File: src/logic/bdm_pkg.sv
// package for the background debug command unit
// assumes commands arrive already deframed from the serial link
package bdm_pkg;

  // command codes, chosen locally; link framing is decoded upstream
  typedef enum logic [3:0] {
    null_cmd              = 4'h0,
    read_data_reg_cmd     = 4'h1,
    read_addr_reg_cmd     = 4'h2,
    write_data_reg_cmd    = 4'h3,
    write_addr_reg_cmd    = 4'h4,
    read_control_reg_cmd  = 4'h5,
    write_control_reg_cmd = 4'h6,
    mem_read_cmd          = 4'h7,
    mem_write_cmd         = 4'h8,
    block_dump_cmd        = 4'h9,
    block_fill_cmd        = 4'ha,
    resume_cmd            = 4'hb,
    patch_call_cmd        = 4'hc,
    periph_reset_cmd      = 4'hd
  } cmd_e;

  // operand sizes
  typedef enum logic [1:0] {
    sz_byte = 2'h0,
    sz_word = 2'h1,
    sz_long = 2'h2
  } size_e;

  // operations handed to the core
  typedef enum logic [2:0] {
    op_none   = 3'h0,
    op_reg_rd = 3'h1,
    op_reg_wr = 3'h2,
    op_ctl_rd = 3'h3,
    op_ctl_wr = 3'h4,
    op_resume = 3'h5,
    op_call   = 3'h6
  } core_op_e;

  typedef struct packed {
    cmd_e        cmd;
    size_e       size;
    logic [3:0]  sel;   // register number
    logic [31:0] addr;
    logic [31:0] data;
  } cmd_s;

  typedef struct packed {
    core_op_e    op;
    logic        is_addr; // 1: address register, 0: data register
    logic [3:0]  sel;
    logic [31:0] data;
  } core_req_s;

  typedef struct packed {
    logic        write;
    size_e       size;
    logic [2:0]  space;
    logic [31:0] addr;
    logic [31:0] data;
  } mem_req_s;

  localparam int          RST_CYCLES  = 512;
  localparam int          RST_CNT_W   = 10;
  localparam logic [31:0] PUSH_BYTES  = 32'h4;
  localparam logic [2:0]  STACK_SPACE = 3'h5; // supervisor data

  // bytes moved by one transfer of the given size
  function automatic logic [31:0] size_bytes(input size_e s);
    case (s)
      sz_byte: size_bytes = 32'h1;
      sz_word: size_bytes = 32'h2;
      default: size_bytes = 32'h4;
    endcase
  endfunction

endpackage

File: src/logic/bdm_reset_pulse.sv
// peripheral reset pulse of fixed length
// assumes start is a one-cycle pulse on sys_clk_i
`timescale 1ns/10ps
`default_nettype none
module bdm_reset_pulse
  import bdm_pkg::*;
#(
  parameter int CYCLES = RST_CYCLES
) (
  input  wire logic sys_clk_i,
  input  wire logic rst_n_i,
  input  wire logic start_i,
  output logic      active_o,
  output logic      done_o
);

  logic [RST_CNT_W-1:0] cnt_r;   // cycles left
  logic [RST_CNT_W:0]   len_r;   // helper: cycles seen high

  ////////////////////////////////////////////////////////////////
  // count down; the core keeps running, only the line is driven
  always_ff @(posedge sys_clk_i or negedge rst_n_i) begin
    if (!rst_n_i) begin
      cnt_r    <= '0;
      active_o <= 1'b0;
      done_o   <= 1'b0;
    end else begin
      done_o <= 1'b0;
      if (start_i && !active_o) begin
        cnt_r    <= RST_CNT_W'(CYCLES - 1);
        active_o <= 1'b1;
      end else if (active_o) begin
        if (cnt_r == '0) begin
          active_o <= 1'b0;
          done_o   <= 1'b1;
        end else begin
          cnt_r <= cnt_r - 1'b1;
        end
      end
    end
  end

  // helper counter for the length check
  always_ff @(posedge sys_clk_i or negedge rst_n_i) begin
    if (!rst_n_i) begin
      len_r <= '0;
    end else begin
      len_r <= active_o ? len_r + 1'b1 : '0;
    end
  end
endmodule
`default_nettype wire

File: src/logic/bdm_block_addr.sv
// running address for block dump and fill
// assumes load and step never coincide
`timescale 1ns/10ps
`default_nettype none
module bdm_block_addr
  import bdm_pkg::*;
(
  input  wire logic        sys_clk_i,
  input  wire logic        rst_n_i,
  input  wire logic        load_i,   // read or write done
  input  wire logic        load_wr_i,
  input  wire logic        step_i,   // dump or fill done
  input  wire logic [31:0] addr_i,
  input  wire size_e       size_i,
  output logic [31:0]      addr_o,
  output logic             dump_ok_o,
  output logic             fill_ok_o
);

  ////////////////////////////////////////////////////////////////
  // next address is one operand past the last one used
  always_ff @(posedge sys_clk_i or negedge rst_n_i) begin
    if (!rst_n_i) begin
      addr_o    <= '0;
      dump_ok_o <= 1'b0;
      fill_ok_o <= 1'b0;
    end else if (load_i) begin
      addr_o    <= addr_i + size_bytes(size_i);
      dump_ok_o <= !load_wr_i;
      fill_ok_o <= load_wr_i;
    end else if (step_i) begin
      addr_o <= addr_o + size_bytes(size_i);
    end
  end
endmodule
`default_nettype wire

File: src/logic/bdm_cmd_unit.sv
// background debug command interpreter
// assumes deframed commands on cmd_i and same-clock core and bus ports
`timescale 1ns/10ps
`default_nettype none
// Notes on behaviour
// - register read returns register contents to host
// - register write loads operand into named register
// - control register read returns selected register
// - control register write stores operand
// - memory read uses source space code
// - memory write uses destination space code
// - read starts a dump, dump reads next
// - write starts a fill, fill writes next
// - resume flushes pipe, continues at current PC
// - call pushes PC at stack, runs patch
// - peripheral reset drives line 512 cycles
// - null command changes nothing
module bdm_cmd_unit
  import bdm_pkg::*;
(
  input  wire logic        sys_clk_i,
  input  wire logic        rst_n_i,
  input  wire logic        cmd_valid_i,
  input  wire cmd_s        cmd_i,
  output logic             cmd_ready_o,
  output logic             resp_valid_o,
  output logic             resp_err_o,
  output logic [31:0]      resp_data_o,
  output logic             core_req_valid_o,
  output core_req_s        core_req_o,
  input  wire logic        core_ack_i,
  input  wire logic [31:0] core_rdata_i,
  input  wire logic [31:0] pc_i,
  input  wire logic [31:0] sp_i,
  input  wire logic [2:0]  src_space_i,   // source_space_code_reg
  input  wire logic [2:0]  dst_space_i,   // dest_space_code_reg
  output logic             mem_req_valid_o,
  output mem_req_s         mem_req_o,
  input  wire logic        mem_ack_i,
  input  wire logic [31:0] mem_rdata_i,
  output logic             periph_reset_o
);

  typedef enum logic [2:0] {
    st_idle  = 3'h0,
    st_core  = 3'h1,
    st_mem   = 3'h2,
    st_push  = 3'h3,
    st_reset = 3'h4
  } state_e;

  state_e      state_r;    // sequencer state
  state_e      state_nxt;
  cmd_s        cmd_r;      // command in progress
  logic        acc;        // command taken this cycle
  logic        fin;        // command finishes this cycle
  logic        fin_err;    // finishes with refusal
  logic [31:0] fin_data;   // data returned on finish
  logic [31:0] blk_addr;   // next block address
  logic        dump_ok;    // a read opened a dump
  logic        fill_ok;    // a write opened a fill
  logic        rst_done;   // reset pulse over
  logic        blk_load;
  logic        blk_step;

  assign acc = cmd_valid_i && cmd_ready_o;

  ////////////////////////////////////////////////////////////////
  // next state and completion
  always_comb begin
    state_nxt = state_r;
    fin       = 1'b0;
    fin_err   = 1'b0;
    fin_data  = '0;
    case (state_r)
      st_idle: begin
        if (acc) begin
          case (cmd_i.cmd)
            mem_read_cmd,
            mem_write_cmd: state_nxt = st_mem;
            block_dump_cmd,
            block_fill_cmd: begin
              // refuse a run that no read or write has opened
              if ((cmd_i.cmd == block_dump_cmd) ? dump_ok : fill_ok) begin
                state_nxt = st_mem;
              end else begin
                fin     = 1'b1;
                fin_err = 1'b1;
              end
            end
            patch_call_cmd:   state_nxt = st_push;
            periph_reset_cmd: state_nxt = st_reset;
            null_cmd:         fin = 1'b1;
            default:          state_nxt = st_core;
          endcase
        end
      end
      st_core: begin
        if (core_ack_i) begin
          fin       = 1'b1;
          fin_data  = core_rdata_i;
          state_nxt = st_idle;
        end
      end
      st_mem: begin
        if (mem_ack_i) begin
          fin       = 1'b1;
          fin_data  = mem_rdata_i;
          state_nxt = st_idle;
        end
      end
      st_push: begin
        // stack written, now hand the jump to the core
        if (mem_ack_i) begin
          state_nxt = st_core;
        end
      end
      st_reset: begin
        if (rst_done) begin
          fin       = 1'b1;
          state_nxt = st_idle;
        end
      end
      default: state_nxt = st_idle;
    endcase
  end

  ////////////////////////////////////////////////////////////////
  // sequencer and held command; ready only when idle, since one
  // command at a time keeps the answer order simple
  always_ff @(posedge sys_clk_i or negedge rst_n_i) begin
    if (!rst_n_i) begin
      state_r     <= st_idle;
      cmd_r       <= '0;
      cmd_ready_o <= 1'b0;
    end else begin
      state_r     <= state_nxt;
      cmd_ready_o <= (state_nxt == st_idle) && !acc;
      if (acc) begin
        cmd_r <= cmd_i;
      end
    end
  end

  ////////////////////////////////////////////////////////////////
  // answer to the host, one-cycle pulse
  always_ff @(posedge sys_clk_i or negedge rst_n_i) begin
    if (!rst_n_i) begin
      resp_valid_o <= 1'b0;
      resp_err_o   <= 1'b0;
      resp_data_o  <= '0;
    end else begin
      resp_valid_o <= fin;
      if (fin) begin
        resp_err_o  <= fin_err;
        resp_data_o <= fin_data;
      end
    end
  end

  ////////////////////////////////////////////////////////////////
  // core request: held until the core acknowledges
  always_ff @(posedge sys_clk_i or negedge rst_n_i) begin
    if (!rst_n_i) begin
      core_req_valid_o <= 1'b0;
      core_req_o       <= '0;
    end else if (acc && state_nxt == st_core) begin
      core_req_valid_o   <= 1'b1;
      core_req_o.sel     <= cmd_i.sel;
      core_req_o.data    <= cmd_i.data;
      core_req_o.is_addr <= (cmd_i.cmd == read_addr_reg_cmd) ||
                            (cmd_i.cmd == write_addr_reg_cmd);
      case (cmd_i.cmd)
        read_data_reg_cmd,
        read_addr_reg_cmd:     core_req_o.op <= op_reg_rd;
        write_data_reg_cmd,
        write_addr_reg_cmd:    core_req_o.op <= op_reg_wr;
        read_control_reg_cmd:  core_req_o.op <= op_ctl_rd;
        write_control_reg_cmd: core_req_o.op <= op_ctl_wr;
        resume_cmd:            core_req_o.op <= op_resume;
        default:               core_req_o.op <= op_none;
      endcase
    end else if (state_r == st_push && mem_ack_i) begin
      // core drops sp by four and jumps to the patch address
      core_req_valid_o <= 1'b1;
      core_req_o.op    <= op_call;
      core_req_o.data  <= cmd_r.data;
    end else if (core_ack_i) begin
      core_req_valid_o <= 1'b0;
    end
  end

  ////////////////////////////////////////////////////////////////
  // bus request: held until the bus acknowledges
  always_ff @(posedge sys_clk_i or negedge rst_n_i) begin
    if (!rst_n_i) begin
      mem_req_valid_o <= 1'b0;
      mem_req_o       <= '0;
    end else if (acc && state_nxt == st_mem) begin
      mem_req_valid_o <= 1'b1;
      mem_req_o.size  <= cmd_i.size;
      mem_req_o.data  <= cmd_i.data;
      // block commands carry no address; they use the running one
      mem_req_o.addr  <= (cmd_i.cmd == mem_read_cmd ||
                          cmd_i.cmd == mem_write_cmd) ?
                         cmd_i.addr : blk_addr;
      case (cmd_i.cmd)
        mem_read_cmd,
        block_dump_cmd: begin
          mem_req_o.write <= 1'b0;
          mem_req_o.space <= src_space_i;
        end
        default: begin
          mem_req_o.write <= 1'b1;
          mem_req_o.space <= dst_space_i;
        end
      endcase
    end else if (acc && state_nxt == st_push) begin
      mem_req_valid_o <= 1'b1;
      mem_req_o.write <= 1'b1;
      mem_req_o.size  <= sz_long;
      mem_req_o.space <= STACK_SPACE;
      mem_req_o.addr  <= sp_i - PUSH_BYTES;
      mem_req_o.data  <= pc_i;
    end else if (mem_ack_i) begin
      mem_req_valid_o <= 1'b0;
    end
  end

  ////////////////////////////////////////////////////////////////
  // block address bookkeeping
  assign blk_load = (state_r == st_mem) && mem_ack_i &&
                    ((cmd_r.cmd == mem_read_cmd) ||
                     (cmd_r.cmd == mem_write_cmd));
  assign blk_step = (state_r == st_mem) && mem_ack_i && !blk_load;

  bdm_block_addr u_blk (
    .sys_clk_i (sys_clk_i),
    .rst_n_i   (rst_n_i),
    .load_i    (blk_load),
    .load_wr_i (cmd_r.cmd == mem_write_cmd),
    .step_i    (blk_step),
    .addr_i    (mem_req_o.addr),
    .size_i    (cmd_r.size),
    .addr_o    (blk_addr),
    .dump_ok_o (dump_ok),
    .fill_ok_o (fill_ok)
  );

  // core is not reset; only the external line is driven
  bdm_reset_pulse #(
    .CYCLES (RST_CYCLES)
  ) u_rst (
    .sys_clk_i (sys_clk_i),
    .rst_n_i   (rst_n_i),
    .start_i   (acc && cmd_i.cmd == periph_reset_cmd),
    .active_o  (periph_reset_o),
    .done_o    (rst_done)
  );
endmodule
`default_nettype wire

File: config.mk
export PLATFORM = sky130hd
export DESIGN_NAME = bdm_cmd_unit
export DESIGN_NICKNAME = d
export VERILOG_FILES = /design/src/logic/bdm_pkg.sv /design/src/logic/bdm_reset_pulse.sv /design/src/logic/bdm_block_addr.sv /design/src/logic/bdm_cmd_unit.sv
export SDC_FILE = /design/constraint.sdc
export NUM_CORES = 1
export LEC_CHECK = 0
export ABC_AREA = 1
export BUFFER_PORTS_ARGS = -buffer_cell sky130_fd_sc_hd__buf_2
export CAP_MARGIN = 30
export CORE_MARGIN = 3
export CORE_UTILIZATION = 49
export CTS_CLUSTER_SIZE = 14
export DETAILED_ROUTE_END_ITERATION = 8
export GPL_TIMING_DRIVEN = 0
export PLACE_DENSITY_LB_ADDON = 0.3
export RECOVER_POWER = 100
export SETUP_SLACK_MARGIN = 0.05
export SYNTH_ARGS = -nofsm -noshare
export SYNTH_HDL_FRONTEND = slang
export SYNTH_SLANG_ARGS = --single-unit
File: constraint.sdc
create_clock -name sys_clk_i -period 3 [get_ports sys_clk_i]
set_clock_uncertainty 0.2 [all_clocks]
set_input_delay 0.6 -clock sys_clk_i [delete_from_list [all_inputs] [get_ports sys_clk_i]]
set_output_delay 0.6 -clock sys_clk_i [all_outputs]
set_load 0.02 [all_outputs]
==> Word level (Yosys, flattened, before mapping) <==
Index checks and enable logic that the tools add are counted.
{ "op_classes": {"addsub": 4, "n_eq_ne": 24, "muxes": 53, "n_reduce_logical": 35} }
{ "op_table": {"columns": ["op", "count"], "rows": [
  ["2-to-1 mux 32 bit", 10],
  ["2-to-1 mux 70 bit", 2],
  ["adder 32 bit", 2],
  ["case mux 32 bit (2 select lines)", 1],
  ["case mux 3 bit (5 select lines)", 3],
  ["subtractor 32 x 3 -> 32 bit, second input constant", 1],
  ["2-to-1 mux 10 bit", 3],
  ["equality test 4 bit, second input constant", 7],
  ["2-to-1 mux 3 bit", 9],
  ["2-to-1 mux 1 bit", 22],
  ["equality test 4 x 3 -> 1 bit, second input constant", 5],
  ["equality test 3 x 2 -> 1 bit, second input constant", 4],
  ["logical AND 1 bit", 11],
  ["logical NOT 10 bit", 1],
  ["OR reduction 2 bit", 5],
  ["subtractor 10 x 1 -> 10 bit, second input constant", 1],
  ["equality test 4 x 2 -> 1 bit, second input constant", 2],
  ["nonzero test 2 bit", 4],
  ["equality test 3 x 1 -> 1 bit, second input constant", 2],
  ["logical NOT 3 bit", 2],
  ["case mux 3 bit (2 select lines)", 1],
  ["nonzero test 3 bit", 2],
  ["equality test 4 x 1 -> 1 bit, second input constant", 1],
  ["logical NOT 1 bit", 4],
  ["9 further kinds", 11]
]} }
{ "word_totals": {"reg_bits": 234, "inputBits": 213, "wordCells": 141} }

==> Longest topological paths before layout <==
{ "logic_depth": {"ltp_word": 10, "mapped_depth": 23} }

==> Hierarchy <==
From an unflattened synthesis, not the netlist that was laid out.
{ "hier_totals": {"hier_cells": 1856, "area_unflattened_um2": 13435.4} }
{ "modules_own_cells": {"columns": ["module", "instances", "cells_each", "area_each_um2"], "rows": [
  ["bdm_cmd_unit", 1, 1293, 9793.1],
  ["bdm_block_addr", 1, 461, 2880.3],
  ["bdm_reset_pulse", 1, 102, 762.0]
]} }

==> Worst setup path after synthesis <==
Ideal clock, no wire load.
{ "synth_timing": {"path_type": "input -> register", "start": "in mem_ack_i", "end": "reg u_blk.addr_o[18]", "setup_time_ps": 66, "t_arrival_ps": 3130, "required_time_ps": 2734, "path_slack_ps": -396, "cell_stages": 19, "n_path_buf": 2, "path_cell_list": "nand3_1 -> nor2_2 -> nand2_2 -> clkbuf_1 -> clkbuf_1 -> nand2_1 -> o21ai_0 -> ha_1 -> inv_1 -> fa_1 -> nor2_1 -> nor2_1 -> nor2_2 -> nand2_1 -> nor2_2 -> nand2_1 -> o21bai_1 -> nand3_1 -> nand2_1"} }
{ "synth_between": {"elab_chain_cells": 5, "elab_cells_between_ends": 6} }
{ "synth_rtl": {"columns": ["element", "line", "source"], "rows": [
  ["start: declaration", "bdm_cmd_unit.sv:39", "input wire logic mem_ack_i,"],
  ["logical AND 1 bit *", "bdm_cmd_unit.sv:232, bdm_cmd_unit.sv:235", null],
  ["logical AND 1 bit", "bdm_cmd_unit.sv:232", "assign blk_load = (state_r == st_mem) && mem_ack_i &&"],
  ["logical NOT 1 bit", "bdm_cmd_unit.sv:235", "assign blk_step = (state_r == st_mem) && mem_ack_i && !blk_load;"],
  ["logical AND 1 bit", "bdm_cmd_unit.sv:235", null],
  ["nonzero test 2 bit (no source line)", null, null],
  ["end signal: assignment", "bdm_block_addr.sv:28", "addr_o <= addr_i + size_bytes(size_i);"],
  ["end signal: assignment", "bdm_block_addr.sv:32", "addr_o <= addr_o + size_bytes(size_i);"],
  ["end: declaration", "bdm_block_addr.sv:15", "output logic [31:0] addr_o,"]
]} }
Every way passes the cells marked *; elsewhere a longest branch is shown, timed or not.
A chain may end at the register's enable or synchronous reset.

==> Final worst setup path <==
{ "layout_timing": {"start": "reg state_r[2]", "end": "reg u_blk.addr_o[18]"} }
{ "layout_between": {"elab_chain_cells": 6, "elab_cells_between_ends": 7} }
{ "layout_rtl": {"columns": ["element", "line", "source"], "rows": [
  ["start: declaration", "bdm_cmd_unit.sv:52", "state_e state_r;"],
  ["start signal: assignment", "bdm_cmd_unit.sv:133", "state_r <= st_idle;"],
  ["start signal: assignment", "bdm_cmd_unit.sv:137", "state_r <= state_nxt;"],
  ["equality test 3 x 2 -> 1 bit *", "bdm_cmd_unit.sv:232, bdm_cmd_unit.sv:235", null],
  ["logical AND 1 bit *", "bdm_cmd_unit.sv:232, bdm_cmd_unit.sv:235", null],
  ["logical AND 1 bit", "bdm_cmd_unit.sv:232", null],
  ["logical NOT 1 bit", "bdm_cmd_unit.sv:235", null],
  ["logical AND 1 bit", "bdm_cmd_unit.sv:235", null],
  ["nonzero test 2 bit (no source line)", null, null]
]} }
Marks and branches as above.

==> results by group <==
Outcome
  – Status: finished, violations left
  – Failing checks: capacitance limit, slew limit, setup timing

GRT
  – Gr busiest metal: met2
  – GRT met2 Usage: 52.4%
  – GR met3 Demand/Resource: 6.54%
  – First-pass GRT wire length: around 76000 um
  – Initial antenna violation count: 9
  – Total Routing Usage GR: approximately 33%
  – Largest net degree at the start of global routing: ~120
  – Number of global-route vias before repair: 14000
  – Grt ovf: 0
  – GR Util met1: 44.3%

Place
  – GP Congestion: about 0.98
  – Port bufs: 360
  – Placed cell area: approximately 16000 sq um
  – Place WS: -0.919 ns
  – Final HPWL DP: 38800 um

Synthesis
  – Post-synthesis simple-gate area fraction: about a third
  – Synth Area in XOR/XNOR: 1.23%
  – Adder-cell share of the synthesized area: 0.610%
  – Multiplexer area fraction after synthesis: under 10%
  – Synth Net Count: 2171
  – Synth Register Bits: around 230
  – Top_reg_cell synth: dfrtp_1
  – Gate count after technology mapping: 1952
  – Count of cell types in the netlist: 43
  – Seq/Total Area, Yosys: 43.2%
  – Syn Area/Cell: 6.94 sq um
  – Main combinational cell family by area after synthesis: simple AND/OR/NAND/NOR gates
  – Ys async rst share: 100%
  – Post-synth EDFFs: 0
  – Synth warnings: 0
  – Compound-Gate Fraction of Synth Area: 10.9%
  – Cell area after synthesis: roughly 14000 sq um

Pwr
  – Maximum vdd drop: slightly below 0.4 mV
  – Power after layout: 0.00724 W
  – P per Cell Area: roughly 420 nW/um^2
  – P_leak: ~9 nW

Timing
  – Slew @ Worst Pin: ~1.7 ns
  – Period minus WS final: between 3 and 4 ns
  – Final slew viol count: ~110
  – Hold slack: around 0.040 ns
  – RSZ-0062 raised after global routing: yes
  – Tcrit/Tclk final: 102%
  – Max_slew headroom: -10.7%
  – Fmax: about 330 MHz
  – Final-report setup violation count: 7
  – Fin. Hold Viols: 0
  – Final worst slack: -0.0610 ns

Worst setup path
  – Crit path DAT: between 3 and 4 ns
  – Reg2Reg Depth: 18
  – R2r setup slk: -0.06 ns
  – Critical Path RT: 3.29 ns
  – WS Path Type: reg2reg
  – Critical path, cell by cell: inv_2, nand3_2, nor2_4, nand2_8, clkbuf_16, o21ai_2, ha_2, inv_2, fa_2, nor2_4, nor2_2, nor2_4, nand2_4, nor2_4, nand2_2, o21bai_1, nand3_1, nand2_1
  – Critical Path Max Stage Delay: about 0.40 ns
  – Crit Reg-Reg Startpoint: state_r[2]
  – Startpoint Class: flop
  – Slowest cell on the critical path: dfrtp_1
  – Top cell by count, worst path: nor2_4
  – FF-to-FF End: u_blk.addr_o[18]
  – Worst setup EP type: flop
  – CP Max Fanout: 8

Floorplan
  – FP Rows: 60
  – Die ar.: between 20000 and 30000 sq um
  – Die height: 172 um
  – Num ports: approximately 360
  – Initial Utilization: roughly 50%
  – Core Area: 27000 sq um
  – Die W: ~170 um

Detailed routing
  – Drt wl/cell: approximately 19 um
  – Antenna Nets Post-Route: 0
  – Final wirelength: 50800 um
  – First DRT Iteration DRCs: 1531
  – Via density: approximately 5.5
  – Drt drc: 0
  – Via count: 15000
  – DRT Pass-1 Iters: 5

Min path
  – Min-delay src: cmd_i[67]
  – Hold depth: 3
  – Worst Hold Path EP: core_req_o[35]
  – Hold Path Class: in2reg

Clock network
  – CTS Buffer Depth: 3
  – TritonCTS clock tree: done
  – Clk sinks: about 230
  – Clock Latency Late Sink: between 0.5 and 0.6 ns
  – Clock slew at reported path FFs: ~0.060 ns
  – Root Driver: clkbuf_16
  – H-tree levels: 1
  – Num CTS Buffers: 27

Cells and area
  – Fin area: roughly 17000 sq um
  – NumNets Final: approximately 2600
  – Share of cells above drive strength 1: ~23%
  – Synthesis-to-finish area growth: 26.9%
  – Final Util: 63.6%

Run
  – Max cap viols: 1
==> worst max-delay path by stage <==
stage	from	endpoint	slack [ns]
3_5_place_dp	mem_ack_i	u_blk.addr_o[18]	-0.92
5_1_grt	cmd_r[70]	u_blk.addr_o[18]	-0.16
3_3_place_gp	rst_n_i	resp_data_o[2]	-3.13
6_report	state_r[2]	u_blk.addr_o[18]	-0.06
2_1_floorplan	mem_ack_i	u_blk.addr_o[18]	-0.07
4_1_cts	state_r[2]	u_blk.addr_o[18]	0.02
==> Yosys cell counts, drive strengths merged (2+ instances only) <==
cell type	n	share of area, %
xor2	9	0.58
a21boi	3	0.28
inv	236	6.5
nand2	666	19
ha	5	0.46
o21ai	203	7.5
clkbuf	46	1.3
dfrtp	234	43
o22ai	2	0.092
a31oi	8	0.37
mux2	13	1.1
a22oi	32	1.8
nand3b	16	0.89
nand4	13	0.60
nand3	185	6.9
buf	46	2.1
o21a	4	0.22
nor2	187	5.3
o211ai	3	0.17
xnor2	10	0.65
a21oi	9	0.33
nor3	13	0.52
==> per-layer routing <==
metal,routed length [um],share of wire [%],vias to the layer above
li1,-,-,7037
met1,20300,40,7003
met2,23200,46,825
met3,4820,9.5,149
met4,2480,4.9,4
met5,16,0.031,-
==> where the power goes <==
group / leakage [nW] / switching (W) / internal [W] / total (W)
Sequential: 2.89 / 0.0000000000000000000193 / 0.00316 / 0.00316
Combinational: 5.63 / 0.000247 / 0.000155 / 0.000402
Clock: 0.487 / 0.00141 / 0.00226 / 0.00368
Total: 9.01 / 0.00166 / 0.00558 / 0.00724
==> registers in the layout, summed over array words and instances (netlist names) <==
signal            count
u_blk.dump_ok_o       1
u_rst.done_o          1
u_rst.cnt_r          10
core_req_valid_o      1
mem_req_o            70
cmd_ready_o           1
cmd_r                38
resp_err_o            1
mem_req_valid_o       1
resp_valid_o          1
core_req_o           40
state_r               3
u_blk.fill_ok_o       1
u_blk.addr_o         32
resp_data_o          32
u_rst.active_o        1
==> per-stage QoR <==
step                cells  TNS [ns]
floorplan            1952    -0.158
global placement     2653   -744.12
finish               2734    -0.264
CTS                  2717         0
detailed placement   2654    -18.46
global route         2734     -1.40
==> kinds of logic after synthesis <==
| logic type | count (synthesis) |
|---|---|
| AOI/OAI and AO/OA | 267 |
| and+or+nand+nor | 1084 |
| muxes | 14 |
| xor gates and xnor gates | 19 |
| DFF | 234 |
| buffers and inverters | 328 |
| adders and majority gates | 6 |
==> worst max-delay path, delay by kind of cell, from the launching register on <==
kind / cells / cell delay [ns]
AND/OR/NAND/NOR: 11 / 1.28
buffers and inverters: 3 / 0.27
adder cells (fa/ha/maj): 2 / 0.58
flip-flops: 1 / 0.40
AO/OA/AOI/OAI: 2 / 0.23
==> area by class of cell <==
type	count	area [sq um]
fillers	2532	9830
multi-input cells	1390	6510
flip-flops and latches	234	5860
repair buffers	386	2020
inverters	236	893
clock buffers	36	779
plain buffers	91	474
well taps	341	427
clock inverters	13	218
diodes	7	17.5
==> cell usage in the layout, fill, tap and decap left out, drive strengths merged, types with 2 or more instances in the layout <==
cell and count:
nand2 666, buf 426, inv 238, dfrtp 234, o21ai 203, nor2 187
nand3 185, clkbuf 86, a22oi 32, nand3b 16, nand4 13, mux2 13
nor3 13, xnor2 10, a21oi 9, xor2 9, a31oi 8, diode 7
bufinv 5, ha 5, o21a 4, clkinv 4, o211ai 3, a21boi 3
o22ai 2, clkinvlp 2
==> timing repair <==
item / CTS / global route
resized for setup: 18 / 30
endpoints found under the hold margin: 61 / 0
endpoints found under the setup margin: 29 / 27
cloned: 0 / 0
pin swaps: 11 / 15
hold buffers: 1 / 0
setup buffers: 14 / 10
Note: power is estimated with default switching activity, not from simulation.
